--- src/umcs_pkg.sv ---
/*
  Shared constants for the serial mode and baud clock block: register
  indices, field positions, reset values, mode and state encodings.
  Assumes a 32-bit classic Wishbone bus with word-aligned registers.
*/
//
// Summary of operation
// - external clock pin divided by sixteen
// - external path gives MIDI rate from 500 kHz
// - three modes: stopped, UART, three-wire
// - stopped: no transfer, pins released
// - serial mode bit 7 enables three-wire
// - serial mode bit 1 picks shift clock
// - independent transmit and receive enables, full duplex
// - parity field: none, zero, odd, even
// - parity 01: send zero, never flag
// - bit 2 picks one or two stops
// - receiver checks first stop bit only
// - frame: start, 7/8 bits, parity, stop
// - reset clears both; byte writes only, bits by read-modify-write
package umcs_pkg;
  // register indices; byte address is four times the index
  localparam logic [15:0] IDX_ASYNC_LINE_MODE = 16'hff70;
  localparam logic [15:0] IDX_ERROR_FLAGS     = 16'hff71;
  localparam logic [15:0] IDX_SERIAL_OP_MODE  = 16'hff72;
  localparam logic [15:0] IDX_BAUD_SOURCE     = 16'hff73;
  localparam logic [15:0] IDX_TX_DATA         = 16'hff74;
  localparam logic [15:0] IDX_RX_DATA         = 16'hff75;
  localparam logic [15:0] IDX_STATUS          = 16'hff76;
  localparam logic [7:0]  REG_RESET           = 8'h00;
  // serial operation mode fields
  localparam int SOM_ENABLE = 7;
  localparam int SOM_ORDER  = 2;
  localparam int SOM_CLKSEL = 1;
  // async line mode fields
  localparam int ALM_TXE    = 7;
  localparam int ALM_RXE    = 6;
  localparam int ALM_PAR_HI = 5;
  localparam int ALM_PAR_LO = 4;
  localparam int ALM_CHAR8  = 3;
  localparam int ALM_STOP2  = 2;
  localparam logic [1:0] PAR_NONE = 2'b00;
  localparam logic [1:0] PAR_ZERO = 2'b01;
  localparam logic [1:0] PAR_ODD  = 2'b10;
  localparam logic [1:0] PAR_EVEN = 2'b11;
  // baud source: external pin, or system clock over 2^n with n = hi+1
  localparam logic [7:0] BRG_EXTERNAL = 8'h80;
  localparam int         BRG_N_LSB    = 4;
  localparam logic [3:0] TICK_LAST    = 4'hf;
  localparam logic [3:0] TICK_HALF    = 4'h7;
  localparam logic [2:0] LAST_BIT8    = 3'h7;
  localparam logic [2:0] LAST_BIT7    = 3'h6;
  localparam logic [3:0] SIO_EDGES    = 4'hf;

  typedef enum logic [2:0] {
    MODE_STOP = 3'b001,
    MODE_UART = 3'b010,
    MODE_3W   = 3'b100
  } umcs_mode_e;

  typedef enum logic [4:0] {
    ST_IDLE  = 5'b00001,
    ST_START = 5'b00010,
    ST_DATA  = 5'b00100,
    ST_PAR   = 5'b01000,
    ST_STOP  = 5'b10000
  } umcs_state_e;
endpackage

--- src/umcs_rx.sv ---
/*
  Asynchronous frame receiver: samples the line on a 16x tick enable,
  checks parity and the first stop bit.
  Assumes rxd is synchronous to clk and tick is a one-cycle pulse.
*/
`timescale 1ns/1ps
`default_nettype none
module umcs_rx
  import umcs_pkg::*;
(
  input  wire logic       clk,
  input  wire logic       nrst,
  input  wire logic       tick,
  input  wire logic       enable,
  input  wire logic       rxd,
  input  wire logic       char8,
  input  wire logic [1:0] par_mode,
  output logic            done,
  output logic [7:0]      data,
  output logic            perr,
  output logic            ferr
);
  umcs_state_e st;
  logic [3:0]  tcnt;
  logic [2:0]  bcnt;
  logic [7:0]  sh;
  logic        pacc;

  always_ff @(posedge clk)
  begin
    done <= 1'b0;
    if (!nrst || !enable)
    begin
      st   <= ST_IDLE;
      tcnt <= 4'h0;
      bcnt <= 3'h0;
      sh   <= 8'h00;
      pacc <= 1'b0;
      data <= 8'h00;
      perr <= 1'b0;
      ferr <= 1'b0;
    end
    else if (tick)
    begin
      tcnt <= tcnt + 4'h1;
      case (st)
        ST_IDLE:
          if (!rxd)
          begin
            st   <= ST_START;
            tcnt <= 4'h0;
          end
        ST_START:
          if (tcnt == TICK_HALF)
          begin
            st   <= rxd ? ST_IDLE : ST_DATA;
            tcnt <= 4'h0;
            bcnt <= 3'h0;
            pacc <= 1'b0;
          end
        ST_DATA:
          if (tcnt == TICK_LAST)
          begin
            sh   <= {rxd, sh[7:1]};
            pacc <= pacc ^ rxd;
            bcnt <= bcnt + 3'h1;
            if (bcnt == (char8 ? LAST_BIT8 : LAST_BIT7))
              st <= (par_mode == PAR_NONE) ? ST_STOP : ST_PAR;
          end
        ST_PAR:
          if (tcnt == TICK_LAST)
          begin
            pacc <= pacc ^ rxd;
            st   <= ST_STOP;
          end
        ST_STOP:
          if (tcnt == TICK_LAST)
          begin
            // only the first stop bit is looked at
            st   <= ST_IDLE;
            done <= 1'b1;
            ferr <= !rxd;
            data <= char8 ? sh : {1'b0, sh[7:1]};
            case (par_mode)
              PAR_ODD:  perr <= !pacc;
              PAR_EVEN: perr <= pacc;
              default:  perr <= 1'b0;
            endcase
          end
        default: st <= ST_IDLE;
      endcase
    end
  end

  property p_rx_zero_par;
    @(posedge clk) disable iff (!nrst)
      (done && par_mode == PAR_ZERO) |-> !perr;
  endproperty
  a_rx_zero_par: assert property (p_rx_zero_par)
    else $error("parity error flagged with zero parity");

  property p_rx_first_stop;
    @(posedge clk) disable iff (!nrst)
      (enable && tick && st == ST_STOP && tcnt == TICK_LAST && rxd)
        |=> done && !ferr && st == ST_IDLE;
  endproperty
  a_rx_first_stop: assert property (p_rx_first_stop)
    else $error("frame not closed on first stop bit");
endmodule // umcs_rx
`default_nettype wire

--- src/umcs_top.sv ---
/*
  Serial unit mode control and baud clock: Wishbone registers, baud
  tick from system clock or external pin over 16, UART transmitter,
  three-wire shifter and pin ownership.
  Assumes a classic Wishbone master and pins synchronous to CLK.
*/
`timescale 1ns/1ps
`default_nettype none
module umcs_top
  import umcs_pkg::*;
#(
  parameter int ADR_W = 18
)
(
  input  wire logic             CLK,
  input  wire logic             NRST,
  input  wire logic [ADR_W-1:0] ADR_I,
  input  wire logic [31:0]      DAT_I,
  input  wire logic             WE_I,
  input  wire logic [3:0]       SEL_I,
  input  wire logic             CYC_I,
  input  wire logic             STB_I,
  output logic [31:0]           DAT_O,
  output logic                  ACK_O,
  input  wire logic             SERIAL_CLOCK_PIN_I,
  output logic                  SERIAL_CLOCK_PIN_O,
  output logic                  SERIAL_CLOCK_PIN_OE,
  output logic                  SERIAL_OUT_PIN_O,
  output logic                  SERIAL_OUT_PIN_OE,
  input  wire logic             SERIAL_IN_PIN_I
);
  // --------------------------------------------------------------
  // registers and decode
  // --------------------------------------------------------------
  logic [7:0]  async_line_mode;
  logic [7:0]  serial_operation_mode;
  logic [7:0]  baud_source_select_reg;
  logic [2:0]  async_error_flags;
  logic [7:0]  rx_data;
  logic        rx_full;
  logic [15:0] idx;
  logic        acc;
  logic        wr;
  logic        rd_rx;
  logic        wr_tx;

  assign idx   = ADR_I[ADR_W-1:2];
  assign acc   = CYC_I && STB_I && !ACK_O;
  assign wr    = acc && WE_I && SEL_I[0];
  assign rd_rx = acc && !WE_I && idx == IDX_RX_DATA;
  assign wr_tx = wr && idx == IDX_TX_DATA;

  logic       transmit_enable;
  logic       receive_enable;
  logic [1:0] par_mode;
  logic       three_wire_enable;
  logic       three_wire_clock_select;
  logic       shift_bit_order;
  umcs_mode_e mode;

  assign transmit_enable         = async_line_mode[ALM_TXE];
  assign receive_enable          = async_line_mode[ALM_RXE];
  assign par_mode = {async_line_mode[ALM_PAR_HI],
                     async_line_mode[ALM_PAR_LO]};
  assign three_wire_enable       = serial_operation_mode[SOM_ENABLE];
  assign three_wire_clock_select = serial_operation_mode[SOM_CLKSEL];
  assign shift_bit_order         = serial_operation_mode[SOM_ORDER];

  // three modes, three-wire has priority over UART enables
  always_comb
  begin
    if (three_wire_enable)
      mode = MODE_3W;
    else if (transmit_enable || receive_enable)
      mode = MODE_UART;
    else
      mode = MODE_STOP;
  end

  // single-bit updates are a read-modify-write of the low byte
  always_ff @(posedge CLK)
  begin
    if (!NRST)
    begin
      async_line_mode        <= REG_RESET;
      serial_operation_mode  <= REG_RESET;
      baud_source_select_reg <= REG_RESET;
    end
    else if (wr)
    begin
      if (idx == IDX_ASYNC_LINE_MODE)
        async_line_mode <= DAT_I[7:0];
      else if (idx == IDX_SERIAL_OP_MODE)
        serial_operation_mode <= DAT_I[7:0];
      else if (idx == IDX_BAUD_SOURCE)
        baud_source_select_reg <= DAT_I[7:0];
    end
  end

  logic tx_busy;
  logic sio_busy;

  always_ff @(posedge CLK)
  begin
    if (!NRST)
    begin
      ACK_O <= 1'b0;
      DAT_O <= 32'h0000_0000;
    end
    else
    begin
      ACK_O <= acc;
      DAT_O <= 32'h0000_0000;
      if (acc && !WE_I)
      begin
        if (idx == IDX_ASYNC_LINE_MODE)
          DAT_O[7:0] <= async_line_mode;
        else if (idx == IDX_ERROR_FLAGS)
          DAT_O[2:0] <= async_error_flags;
        else if (idx == IDX_SERIAL_OP_MODE)
          DAT_O[7:0] <= serial_operation_mode;
        else if (idx == IDX_BAUD_SOURCE)
          DAT_O[7:0] <= baud_source_select_reg;
        else if (idx == IDX_RX_DATA)
          DAT_O[7:0] <= rx_data;
        else if (idx == IDX_STATUS)
          DAT_O[2:0] <= {sio_busy, rx_full, tx_busy};
      end
    end
  end

  // --------------------------------------------------------------
  // baud tick at sixteen times the bit rate
  // --------------------------------------------------------------
  logic       clk_pin_prev;
  logic [7:0] div_cnt;
  logic [7:0] div_mask;
  logic       ext_sel;
  logic       ext_rise;
  logic       tick16;

  assign ext_sel  = baud_source_select_reg == BRG_EXTERNAL;
  assign ext_rise = SERIAL_CLOCK_PIN_I && !clk_pin_prev;
  // internal: 2^n system clocks per tick, n = field + 1
  assign div_mask = 8'hff >> (3'h7 - baud_source_select_reg[6:4]);
  // external: every pin rising edge is one tick, so rate = pin / 16
  assign tick16   = ext_sel ? ext_rise
                  : ((div_cnt & div_mask) == div_mask);

  always_ff @(posedge CLK)
  begin
    if (!NRST)
    begin
      clk_pin_prev <= 1'b1;
      div_cnt      <= 8'h00;
    end
    else
    begin
      clk_pin_prev <= SERIAL_CLOCK_PIN_I;
      div_cnt      <= div_cnt + 8'h01;
    end
  end

  // --------------------------------------------------------------
  // UART transmitter
  // --------------------------------------------------------------
  umcs_state_e tx_st;
  logic [3:0]  tx_tcnt;
  logic [2:0]  tx_bcnt;
  logic [7:0]  tx_sh;
  logic        tx_par;
  logic        tx_line;
  logic        uart_tx_on;
  logic        char8;
  logic        stop2;

  assign uart_tx_on = mode == MODE_UART && transmit_enable;
  assign char8      = async_line_mode[ALM_CHAR8];
  assign stop2      = async_line_mode[ALM_STOP2];
  assign tx_busy    = tx_st != ST_IDLE;

  always_ff @(posedge CLK)
  begin
    if (!NRST || !uart_tx_on)
    begin
      tx_st   <= ST_IDLE;
      tx_tcnt <= 4'h0;
      tx_bcnt <= 3'h0;
      tx_sh   <= 8'h00;
      tx_par  <= 1'b0;
      tx_line <= 1'b1;
    end
    else if (tx_st == ST_IDLE)
    begin
      if (wr_tx)
      begin
        tx_st   <= ST_START;
        tx_sh   <= char8 ? DAT_I[7:0] : {1'b0, DAT_I[6:0]};
        tx_par  <= 1'b0;
        tx_tcnt <= 4'h0;
        tx_bcnt <= 3'h0;
        tx_line <= 1'b0;
      end
    end
    else if (tick16)
    begin
      tx_tcnt <= tx_tcnt + 4'h1;
      if (tx_tcnt == TICK_LAST)
      begin
        case (tx_st)
          ST_START:
          begin
            tx_st   <= ST_DATA;
            tx_line <= tx_sh[0];
          end
          ST_DATA:
          begin
            tx_par  <= tx_par ^ tx_sh[0];
            tx_sh   <= {1'b0, tx_sh[7:1]};
            tx_bcnt <= tx_bcnt + 3'h1;
            if (tx_bcnt == (char8 ? LAST_BIT8 : LAST_BIT7))
            begin
              tx_bcnt <= 3'h0;
              if (par_mode == PAR_NONE)
              begin
                tx_st   <= ST_STOP;
                tx_line <= 1'b1;
              end
              else
              begin
                tx_st <= ST_PAR;
                case (par_mode)
                  PAR_ODD:  tx_line <= !(tx_par ^ tx_sh[0]);
                  PAR_EVEN: tx_line <= tx_par ^ tx_sh[0];
                  default:  tx_line <= 1'b0;
                endcase
              end
            end
            else
              tx_line <= tx_sh[1];
          end
          ST_PAR:
          begin
            tx_st   <= ST_STOP;
            tx_line <= 1'b1;
          end
          ST_STOP:
            if (stop2 && tx_bcnt == 3'h0)
              tx_bcnt <= 3'h1;
            else
              tx_st <= ST_IDLE;
          default: tx_st <= ST_IDLE;
        endcase
      end
    end
  end

  // --------------------------------------------------------------
  // UART receiver and error flags
  // --------------------------------------------------------------
  logic       rx_done;
  logic [7:0] rx_byte;
  logic       rx_perr;
  logic       rx_ferr;

  umcs_rx u_rx (
    .clk      (CLK),
    .nrst     (NRST),
    .tick     (tick16),
    .enable   (mode == MODE_UART && receive_enable),
    .rxd      (SERIAL_IN_PIN_I),
    .char8    (char8),
    .par_mode (par_mode),
    .done     (rx_done),
    .data     (rx_byte),
    .perr     (rx_perr),
    .ferr     (rx_ferr)
  );

  // --------------------------------------------------------------
  // three-wire shifter
  // --------------------------------------------------------------
  logic [7:0] sio_sh;
  logic [3:0] sio_cnt;
  logic       sio_clk;
  logic       sio_bit;
  logic       sio_fall;
  logic       sio_rise;
  logic       sio_done;

  // clock from pin edges, or internal ticks toggling the driven clock
  assign sio_fall = three_wire_clock_select ? (tick16 && sio_clk)
                  : (!SERIAL_CLOCK_PIN_I && clk_pin_prev);
  assign sio_rise = three_wire_clock_select ? (tick16 && !sio_clk)
                  : ext_rise;

  always_ff @(posedge CLK)
  begin
    sio_done <= 1'b0;
    if (!NRST || mode != MODE_3W)
    begin
      sio_busy <= 1'b0;
      sio_sh   <= 8'h00;
      sio_cnt  <= 4'h0;
      sio_clk  <= 1'b1;
      sio_bit  <= 1'b1;
    end
    else if (!sio_busy)
    begin
      if (wr_tx)
      begin
        sio_busy <= 1'b1;
        sio_cnt  <= 4'h0;
        sio_sh   <= DAT_I[7:0];
        sio_bit  <= shift_bit_order ? DAT_I[0] : DAT_I[7];
      end
    end
    else if (sio_fall)
    begin
      sio_clk <= 1'b0;
      sio_cnt <= sio_cnt + 4'h1;
      if (sio_cnt != 4'h0)
        sio_bit <= shift_bit_order ? sio_sh[0] : sio_sh[7];
    end
    else if (sio_rise && sio_cnt != 4'h0)
    begin
      sio_clk <= 1'b1;
      sio_cnt <= sio_cnt + 4'h1;
      if (shift_bit_order)
        sio_sh <= {SERIAL_IN_PIN_I, sio_sh[7:1]};
      else
        sio_sh <= {sio_sh[6:0], SERIAL_IN_PIN_I};
      if (sio_cnt == SIO_EDGES)
      begin
        sio_busy <= 1'b0;
        sio_done <= 1'b1;
      end
    end
  end

  // receive buffer shared by both modes; reading it empties it
  always_ff @(posedge CLK)
  begin
    if (!NRST)
    begin
      rx_data           <= 8'h00;
      rx_full           <= 1'b0;
      async_error_flags <= 3'b000;
    end
    else if (rx_done)
    begin
      rx_data           <= rx_byte;
      rx_full           <= 1'b1;
      async_error_flags <= {rx_perr, rx_ferr, rx_full};
    end
    else if (sio_done)
    begin
      rx_data <= sio_sh;
      rx_full <= 1'b1;
    end
    else if (rd_rx)
      rx_full <= 1'b0;
  end

  // --------------------------------------------------------------
  // pin ownership
  // --------------------------------------------------------------
  always_ff @(posedge CLK)
  begin
    if (!NRST)
    begin
      SERIAL_OUT_PIN_O    <= 1'b1;
      SERIAL_OUT_PIN_OE   <= 1'b0;
      SERIAL_CLOCK_PIN_O  <= 1'b1;
      SERIAL_CLOCK_PIN_OE <= 1'b0;
    end
    else
    begin
      case (mode)
        MODE_UART:
        begin
          SERIAL_OUT_PIN_O    <= tx_line;
          SERIAL_OUT_PIN_OE   <= transmit_enable;
          SERIAL_CLOCK_PIN_O  <= 1'b1;
          SERIAL_CLOCK_PIN_OE <= 1'b0;
        end
        MODE_3W:
        begin
          SERIAL_OUT_PIN_O    <= sio_bit;
          SERIAL_OUT_PIN_OE   <= 1'b1;
          SERIAL_CLOCK_PIN_O  <= sio_clk;
          SERIAL_CLOCK_PIN_OE <= three_wire_clock_select;
        end
        default:
        begin
          SERIAL_OUT_PIN_O    <= 1'b1;
          SERIAL_OUT_PIN_OE   <= 1'b0;
          SERIAL_CLOCK_PIN_O  <= 1'b1;
          SERIAL_CLOCK_PIN_OE <= 1'b0;
        end
      endcase
    end
  end

  // --------------------------------------------------------------
  // checks
  // --------------------------------------------------------------
  property p_ext_tick;
    @(posedge CLK) disable iff (!NRST)
      ext_sel |-> (tick16 == (SERIAL_CLOCK_PIN_I
                              && !$past(SERIAL_CLOCK_PIN_I)));
  endproperty
  a_ext_tick: assert property (p_ext_tick)
    else $error("external tick not one per pin rising edge");

  property p_stop_release;
    @(posedge CLK) disable iff (!NRST)
      mode == MODE_STOP |=> !SERIAL_OUT_PIN_OE && !SERIAL_CLOCK_PIN_OE;
  endproperty
  a_stop_release: assert property (p_stop_release)
    else $error("pins driven in stopped mode");

  property p_sio_off;
    @(posedge CLK) disable iff (!NRST)
      !three_wire_enable |=> !sio_busy;
  endproperty
  a_sio_off: assert property (p_sio_off)
    else $error("shifter busy with three-wire disabled");

  property p_sio_ext_clk;
    @(posedge CLK) disable iff (!NRST)
      (mode == MODE_3W && !three_wire_clock_select)
        |=> !SERIAL_CLOCK_PIN_OE;
  endproperty
  a_sio_ext_clk: assert property (p_sio_ext_clk)
    else $error("clock pin driven with external shift clock");

  property p_tx_off;
    @(posedge CLK) disable iff (!NRST)
      !transmit_enable |=> tx_st == ST_IDLE && tx_line;
  endproperty
  a_tx_off: assert property (p_tx_off)
    else $error("transmitter active while disabled");

  property p_zero_par;
    @(posedge CLK) disable iff (!NRST)
      (tx_st == ST_PAR && par_mode == PAR_ZERO) |-> !tx_line;
  endproperty
  a_zero_par: assert property (p_zero_par)
    else $error("zero parity bit not low");

  property p_two_stop;
    @(posedge CLK) disable iff (!NRST)
      (uart_tx_on && tick16 && tx_st == ST_STOP && tx_tcnt == TICK_LAST
        && stop2 && tx_bcnt == 3'h0) |=> tx_st == ST_STOP && tx_line;
  endproperty
  a_two_stop: assert property (p_two_stop)
    else $error("second stop bit missing");

  property p_som_write;
    @(posedge CLK) disable iff (!NRST)
      (wr && idx == IDX_SERIAL_OP_MODE)
        ##1 ACK_O |-> serial_operation_mode == $past(DAT_I[7:0]);
  endproperty
  a_som_write: assert property (p_som_write)
    else $error("serial mode byte write lost");
endmodule // umcs_top
`default_nettype wire

--- config.mk ---
export PLATFORM = sky130hd
export DESIGN_NAME = umcs_top
export DESIGN_NICKNAME = d
export VERILOG_FILES = /design/src/umcs_pkg.sv /design/src/umcs_rx.sv /design/src/umcs_top.sv
export SDC_FILE = /design/constraint.sdc
export NUM_CORES = 1
export LEC_CHECK = 0
export ABC_AREA = 0
export BUFFER_PORTS_ARGS = -buffer_cell sky130_fd_sc_hd__buf_2
export CAP_MARGIN = 20
export CORE_ASPECT_RATIO = 1.1
export CORE_MARGIN = 1
export CORE_UTILIZATION = 57
export CTS_CLUSTER_DIAMETER = 50
export DETAILED_ROUTE_END_ITERATION = 12
export GPL_TIMING_DRIVEN = 0
export HOLD_SLACK_MARGIN = 0.08
export PLACE_DENSITY = 0.8
export SLEW_MARGIN = 20
export SYNTH_ARGS = -nofsm -noshare
export SYNTH_HDL_FRONTEND = slang
export SYNTH_SLANG_ARGS = --single-unit
--- constraint.sdc ---
create_clock -name CLK -period 2.4 [get_ports CLK]
set_input_delay 0.36 -clock CLK [delete_from_list [all_inputs] [get_ports CLK]]
set_output_delay 0.36 -clock CLK [all_outputs]
set_load 0.02 [all_outputs]
==> results_dict.tcl, run 1 <==
set metrics [dict create \
    status "finished, final reports clean" \
    die-area_um2 12000 \
    min_path_type "input port to flip-flop" \
    cts_root_buffer "clkbuf_16" \
    cts_buffers 17 \
    clk_pin_slew_ps 60 \
    synth.avg_cell_area_um2 8.95 \
    drive_above_1_share_pct 18.8 \
    holdPathStages 3 \
    yosys_most_used_dff "dfxtp_1" \
    r2r_cells 8 \
    cp_max_fo 7 \
    yosysTopAreaCellShare_pct 39.0 \
    grt_overflow 0 \
    grt_max_degree 17 \
    stdcell_area_um2 7880 \
    clk_latency_ps 430 \
    antenna_found_initial 0 \
    synth_area_um2 6570 \
    vias 5743 \
    area_growth_pct 19.9 \
    p_comb_share_pct 4.7 \
    worstSetupPathType "flip-flop to flip-flop" \
    first_pass_iters 5 \
    p_int_mw 3.99 \
    cts_max_level 4 \
    period_minus_slack_ps 2330 \
    grt_usage_pct 28.4 \
    setup_violations 0 \
    seqPwrFrac_pct 41.8 \
    cp-start-kind "flip-flop" \
    instances_no_fill 987 \
    cp.depth 8 \
    clock_skew_ps 6.41 \
    coreArea_um2 11100 \
    cp-end-kind "flip-flop" \
    dp_slack_ps -336 \
    cp.buffers_inverters 1 \
    finalWorstSetupSlack_ps 70.5 \
    cts_sinks 128 \
    synth_edf_count 0 \
    slew-limit-headroom_pct 55.3 \
    worst_pin_slew_ps 670 \
    cts_tree "done" \
    ant_nets 0 \
    dp_hpwl_um 11600 \
    ioPinCount 98 \
    fmax_mhz 429 \
    port_buffers 42 \
    syn_inst 734 \
    report.final.hold_viol_count 0 \
    min_period_over_period_pct 97.1 \
    cpMaxStageDelayCell "or4b_1" \
    cts_hold_buf 0 \
    swShare_pct 22.1 \
    synth.top_cells.by_area "dfxtp_1, mux2i_1, nor2_1" \
    whs_ps 228 \
    yosys_warnings 0 \
    synth-seq-cells 128 \
    wirelength_um 16700 \
    total_power_mw 5.12 \
    synth_cell_types 71 \
    arrival_ps 2690 \
    power.density_nw_per_um2 650 \
    vias_per_cell 5.82 \
    wl_per_cell_um 16.9 \
    drc 0 \
    rows 40 \
    finish.utilization_pct 71.2 \
    async_flop_share_pct 0 \
    grt_pass1_vias 5534 \
    peakVddDrop_mv 0.481 \
    rsz0062_at_grt "true" \
    grt_pass1_wl_um 26500 \
    ys_top_cells_by_count "dfxtp_1, mux2i_1, nor2_1, nand2_1, nor2b_1" \
    max_cap_violations 0 \
    setup_tns_ps 0 \
    dp.cells 946 \
    initial_core_util_pct 59.4 \
    synth_largest_area_cell "dfxtp_1" \
    cts_buffer_depth 2 \
    placed_area_um2 7050 \
    die_x_um 104 \
    crit_chain "a21bo_2, a21boi_1, o41ai_4, buf_6, and4_1, a21oi_2, or4b_1, a21oi_1" \
    final-max-slew-violation-count 0 \
    critPathTopFamily "compound AO/OA/AOI/OAI gates" \
    gp_congestion 0.930 \
    nets 897 \
    cp_slowest_stage_delay_ps 510 \
    drt_iter0_drc 375 \
    antenna_cells_inserted 0 \
    dieHeight_um 115 \
    clock_power_share_pct 53.5 \
    leakage_nw 2.87 \
    seq_area_frac_synth_pct 39.0 \
    switchingPower_mw 1.13 \
    yosysMostFrequentCell "dfxtp_1" \
    required_ps 2760 \
]
[cell families (layout without fill, tap and decap cells)]
group | after synthesis | after routing | synth area share (%)
and+or+nand+nor | 276 | 276 | 22.6
DFF | 128 | 128 | 39.0
AOI/OAI and AO/OA | 127 | 127 | 13.2
muxes | 99 | 99 | 15.5
buffers and inverters | 80 | 163 | 6.11
xor gates and xnor gates | 15 | 15 | 2.00
adders and majority gates | 8 | 8 | 1.52
other | 1 | 24 | 0.0571
[cell type report]
cell class,count,area [µm²]
inverter,12,45.0
sequential,128,2570
fill,827,3180
multi-input combinational,549,3770
clock inverter,13,189
timing repair buffer,52,307
tap,147,184
clock buffer,18,439
buffer,68,370
[what timing repair did]
| action | 4_1_cts | 5_1_grt |
|---|---|---|
| setup endpoints to repair | 50 | 47 |
| resized for setup | 10 | 15 |
| gates cloned | 0 | 1 |
| pin swaps | 1 | 7 |
| setup buffers | 1 | 8 |
[routing by layer]
layer  vias to the layer above  global-route usage, %  routed length (µm)
li1                       2746                      -                   -
met1                      2734                   31.3                6890
met2                       213                   50.2                8440
met3                        50                   6.60                 816
met4                         0                   16.8                 527
met5                         -                      0                   0
[cell usage in the layout (no fill, tap or decap), types with 24 or more instances in the layout]
cell / count
a21oi_1: 35
buf_2: 46
buf_4: 33
clkbuf_1: 33
conb_1: 24
dfxtp_1: 123
mux2i_1: 86
nand2_1: 37
nor2_1: 82
nor2b_1: 38
[power by group through the flow]
stage | combinational (mW) | sequential (mW) | clock (mW)
after global routing | 0.257 | 2.14 | 2.85
after global placement | 0.212 | 2.18 | 0
after floorplan | 0.148 | 2.18 | 0
after CTS | 0.224 | 2.14 | 2.75
final | 0.242 | 2.14 | 2.74
after detailed placement | 0.217 | 2.18 | 0
[worst reg2reg max path, stage by stage, from the launching register on]
cell and delay [ps]:
dfxtp_2 370, a21bo_2 210, a21boi_1 120, o41ai_4 390, buf_6 170, and4_1 250
a21oi_2 110, or4b_1 510, a21oi_1 140
[final timing paths]
check                       to                       from  slack [ps]
hold reg to reg   u_rx.data[7]               u_rx.data[7]         480
setup / recovery    tx_bcnt[2]  baud_source_select_reg[5]          70
hold / removal    clk_pin_prev         SERIAL_CLOCK_PIN_I         230
setup reg to reg    tx_bcnt[2]  baud_source_select_reg[5]          70
Note: power is estimated with default switching activity, not from simulation.
==> run 2: changes to the inputs <==
- ABC_AREA: 0 -> 1
- CTS_CLUSTER_SIZE: default -> 20
- SETUP_SLACK_MARGIN: default -> 0.5
==> run 2 against run 1 <==
- global-route usage increased by 1.6 points
- via count is 9.4% higher
- worst setup slack better by 450 ps
==> results_dict.tcl, run 2 <==
set metrics [dict create \
    period_minus_slack_ps 1880 \
    finish.utilization_pct 71.0 \
    dp.cells 1109 \
    synth.avg_cell_area_um2 7.11 \
    dp_hpwl_um 11800 \
    synth_largest_area_cell "dfxtp_1" \
    area_growth_pct 21.6 \
    crit-reg2reg-launch "baud_source_select_reg[5]" \
    synth_area_um2 6370 \
    max_cap_violations 0 \
    async_flop_share_pct 0 \
    grt_max_degree 17 \
    clk_pin_slew_ps 50 \
    r2r_setup_slack_ps 520 \
    total_power_mw 4.93 \
    cp.buffers_inverters 2 \
    dieHeight_um 113 \
    crit_chain "buf_6, inv_2, nand2_4, nand3_2, nand2_1, nor2_2, nand2_2, nand2_4, nand2_8, nand2_8, nand2_8, nor2_4, nand2_4, o21ai_1, nor2_1" \
    die-area_um2 11600 \
    grt_overflow 0 \
    grtUsageMet3_pct 6.36 \
    critPathTopFamily "simple AND/OR/NAND/NOR gates" \
    cp-start-kind "flip-flop" \
    yosysTopAreaCellShare_pct 40.2 \
    cts_root_buffer "clkbuf_16" \
    slew-limit-headroom_pct 56.6 \
    status "finished, final reports clean" \
    final_common_cell "nand2_1" \
    cts_buffer_depth 2 \
    instances_no_fill 1149 \
    final-max-slew-violation-count 0 \
    port_buffers 43 \
    rsz0062_at_grt "true" \
    leakage_nw 3.21 \
    critPathLaunch "baud_source_select_reg[5]" \
    cpMaxStageDelayCell "dfxtp_1" \
    synth_cell_types 43 \
    r2r-end "tx_bcnt[2]" \
    grtUsageMet2_pct 46.2 \
    power.density_nw_per_um2 636 \
    vias_per_cell 5.47 \
    clock_skew_ps 5.02 \
    worst_pin_slew_ps 646 \
    yosysMostFrequentCell "nand2_1" \
    grt.busiest_layer "met2" \
    worstSetupPathType "flip-flop to flip-flop" \
    ioPinCount 98 \
    arrival_ps 2180 \
    cts_sinks 128 \
    r2r_cells 15 \
    ant_nets 0 \
    cp-end-kind "flip-flop" \
    cp_slowest_stage_delay_ps 300 \
    drive_above_1_share_pct 18.9 \
    min_period_over_period_pct 78.2 \
    seq_area_frac_synth_pct 40.2 \
    report.final.hold_viol_count 0 \
    nets 1059 \
    gp_congestion 0.936 \
    cts_tree "done" \
    min_path_type "input port to flip-flop" \
    grt_pass1_vias 5471 \
    wl_per_cell_um 14.7 \
    layout_common_cells "nand2_1, dfxtp_1, inv_1" \
    peakVddDrop_mv 0.379 \
    coreArea_um2 10900 \
    cp.depth 15 \
    antenna_found_initial 0 \
    setup_tns_ps 0 \
    drt_iter0_drc 634 \
    grtUsageMet1_pct 41.1 \
    cts_buffers 17 \
    synth.top_cells.by_area "dfxtp_1, nand2_1, a21oi_1" \
    placed_area_um2 6850 \
    cts_hold_buf 0 \
    yosys_warnings 0 \
    antenna_cells_inserted 0 \
    vias 6282 \
    ys_top_cells_by_count "nand2_1, dfxtp_1, inv_1, a21oi_1, o21ai_0" \
    grt_pass1_wl_um 26700 \
    synth_edf_count 0 \
    yosys_most_used_dff "dfxtp_1" \
    initial_core_util_pct 58.4 \
    cp-endpoint "tx_bcnt[2]" \
    first_pass_iters 6 \
    fmax_mhz 533 \
    required_ps 2710 \
    stdcell_area_um2 7740 \
    cp_max_fo 7 \
    cts_max_level 4 \
    wirelength_um 16800 \
    drc 0 \
    die_x_um 103 \
    setup_violations 0 \
    rows 40 \
    syn_inst 896 \
    grt_usage_pct 30.0 \
    clk_latency_ps 410 \
    synth-seq-cells 128 \
]
run 2: cell count changes in the layout (fill, tap and decap cells not counted), sizes merged, moves of 11 or more:
cell	before	now
nand3	20	55
clkbuf	54	42
mux2	12	0
nand2	38	165
inv	12	112
and3	11	0
nand4	4	17
o21ai	22	99
and2	21	0
mux2i	86	0
a21oi	36	99
nor2b	38	0
run 2: worst min-delay path, stage by stage:
cell     delay [ps]
buf_2           110
inv_1            50
nand2_1          50
run 2: timing repair:
item | CTS | global route
pin swaps | 1 | 17
endpoints found under the setup margin | 32 | 62
setup buffers | 4 | 4
gates resized for setup | 8 | 65
cloned | 0 | 1
run 2: worst min path at each step:
stage,start,end,slack [ps],cells after the start
final,SERIAL_CLOCK_PIN_I,clk_pin_prev,190,3
after global routing,SERIAL_CLOCK_PIN_I,clk_pin_prev,210,3
after CTS,SERIAL_CLOCK_PIN_I,clk_pin_prev,190,3
after floorplan,div_cnt[0],div_cnt[0],430,1
after global placement,div_cnt[0],div_cnt[0],440,1
after detailed placement,sio_bit,sio_bit,450,2
run 2: cells by family after synthesis:
logic type / share of synthesized area [%]
AOI/OAI and AO/OA: 19.6
xor gates and xnor gates: 1.10
adders and majority gates: 1.57
buffers and inverters: 11.7
DFF: 40.2
other: 0.0589
and+or+nand+nor: 25.7
run 2: per-stage QoR:
stage          hold slack [ps]  setup WS [ps]
5_1_grt                    215            430
3_3_place_gp               444            184
4_1_cts                    186            492
2_1_floorplan              427            783
3_5_place_dp               452            127
6_report                   192            523
run 2: per-layer routing:
metal	vias to the layer above	part of all wire (%)
met1	2832	43
met4	0	2.8
met5	-	0
met2	280	46
li1	3136	-
met3	34	7.8
run 2: where the power goes:
group          total, mW  switching (mW)  internal, mW  leakage (nW)
sequential          2.14         0.00441          2.13          1.03
clock               2.58           0.895          1.68         0.296
combinational      0.210           0.138        0.0719          1.88
total               4.93            1.04          3.89          3.21
run 2: cell type report:
cell class | instances | area [µm²]
Buffer | 52 | 342
Sequential cell | 128 | 2560
Timing Repair Buffer | 51 | 279
Clock buffer | 26 | 519
Multi-Input combinational cell | 627 | 3350
Fill cell | 893 | 3170
Inverter | 113 | 432
Tap cell | 147 | 184
Clock inverter | 5 | 75.1
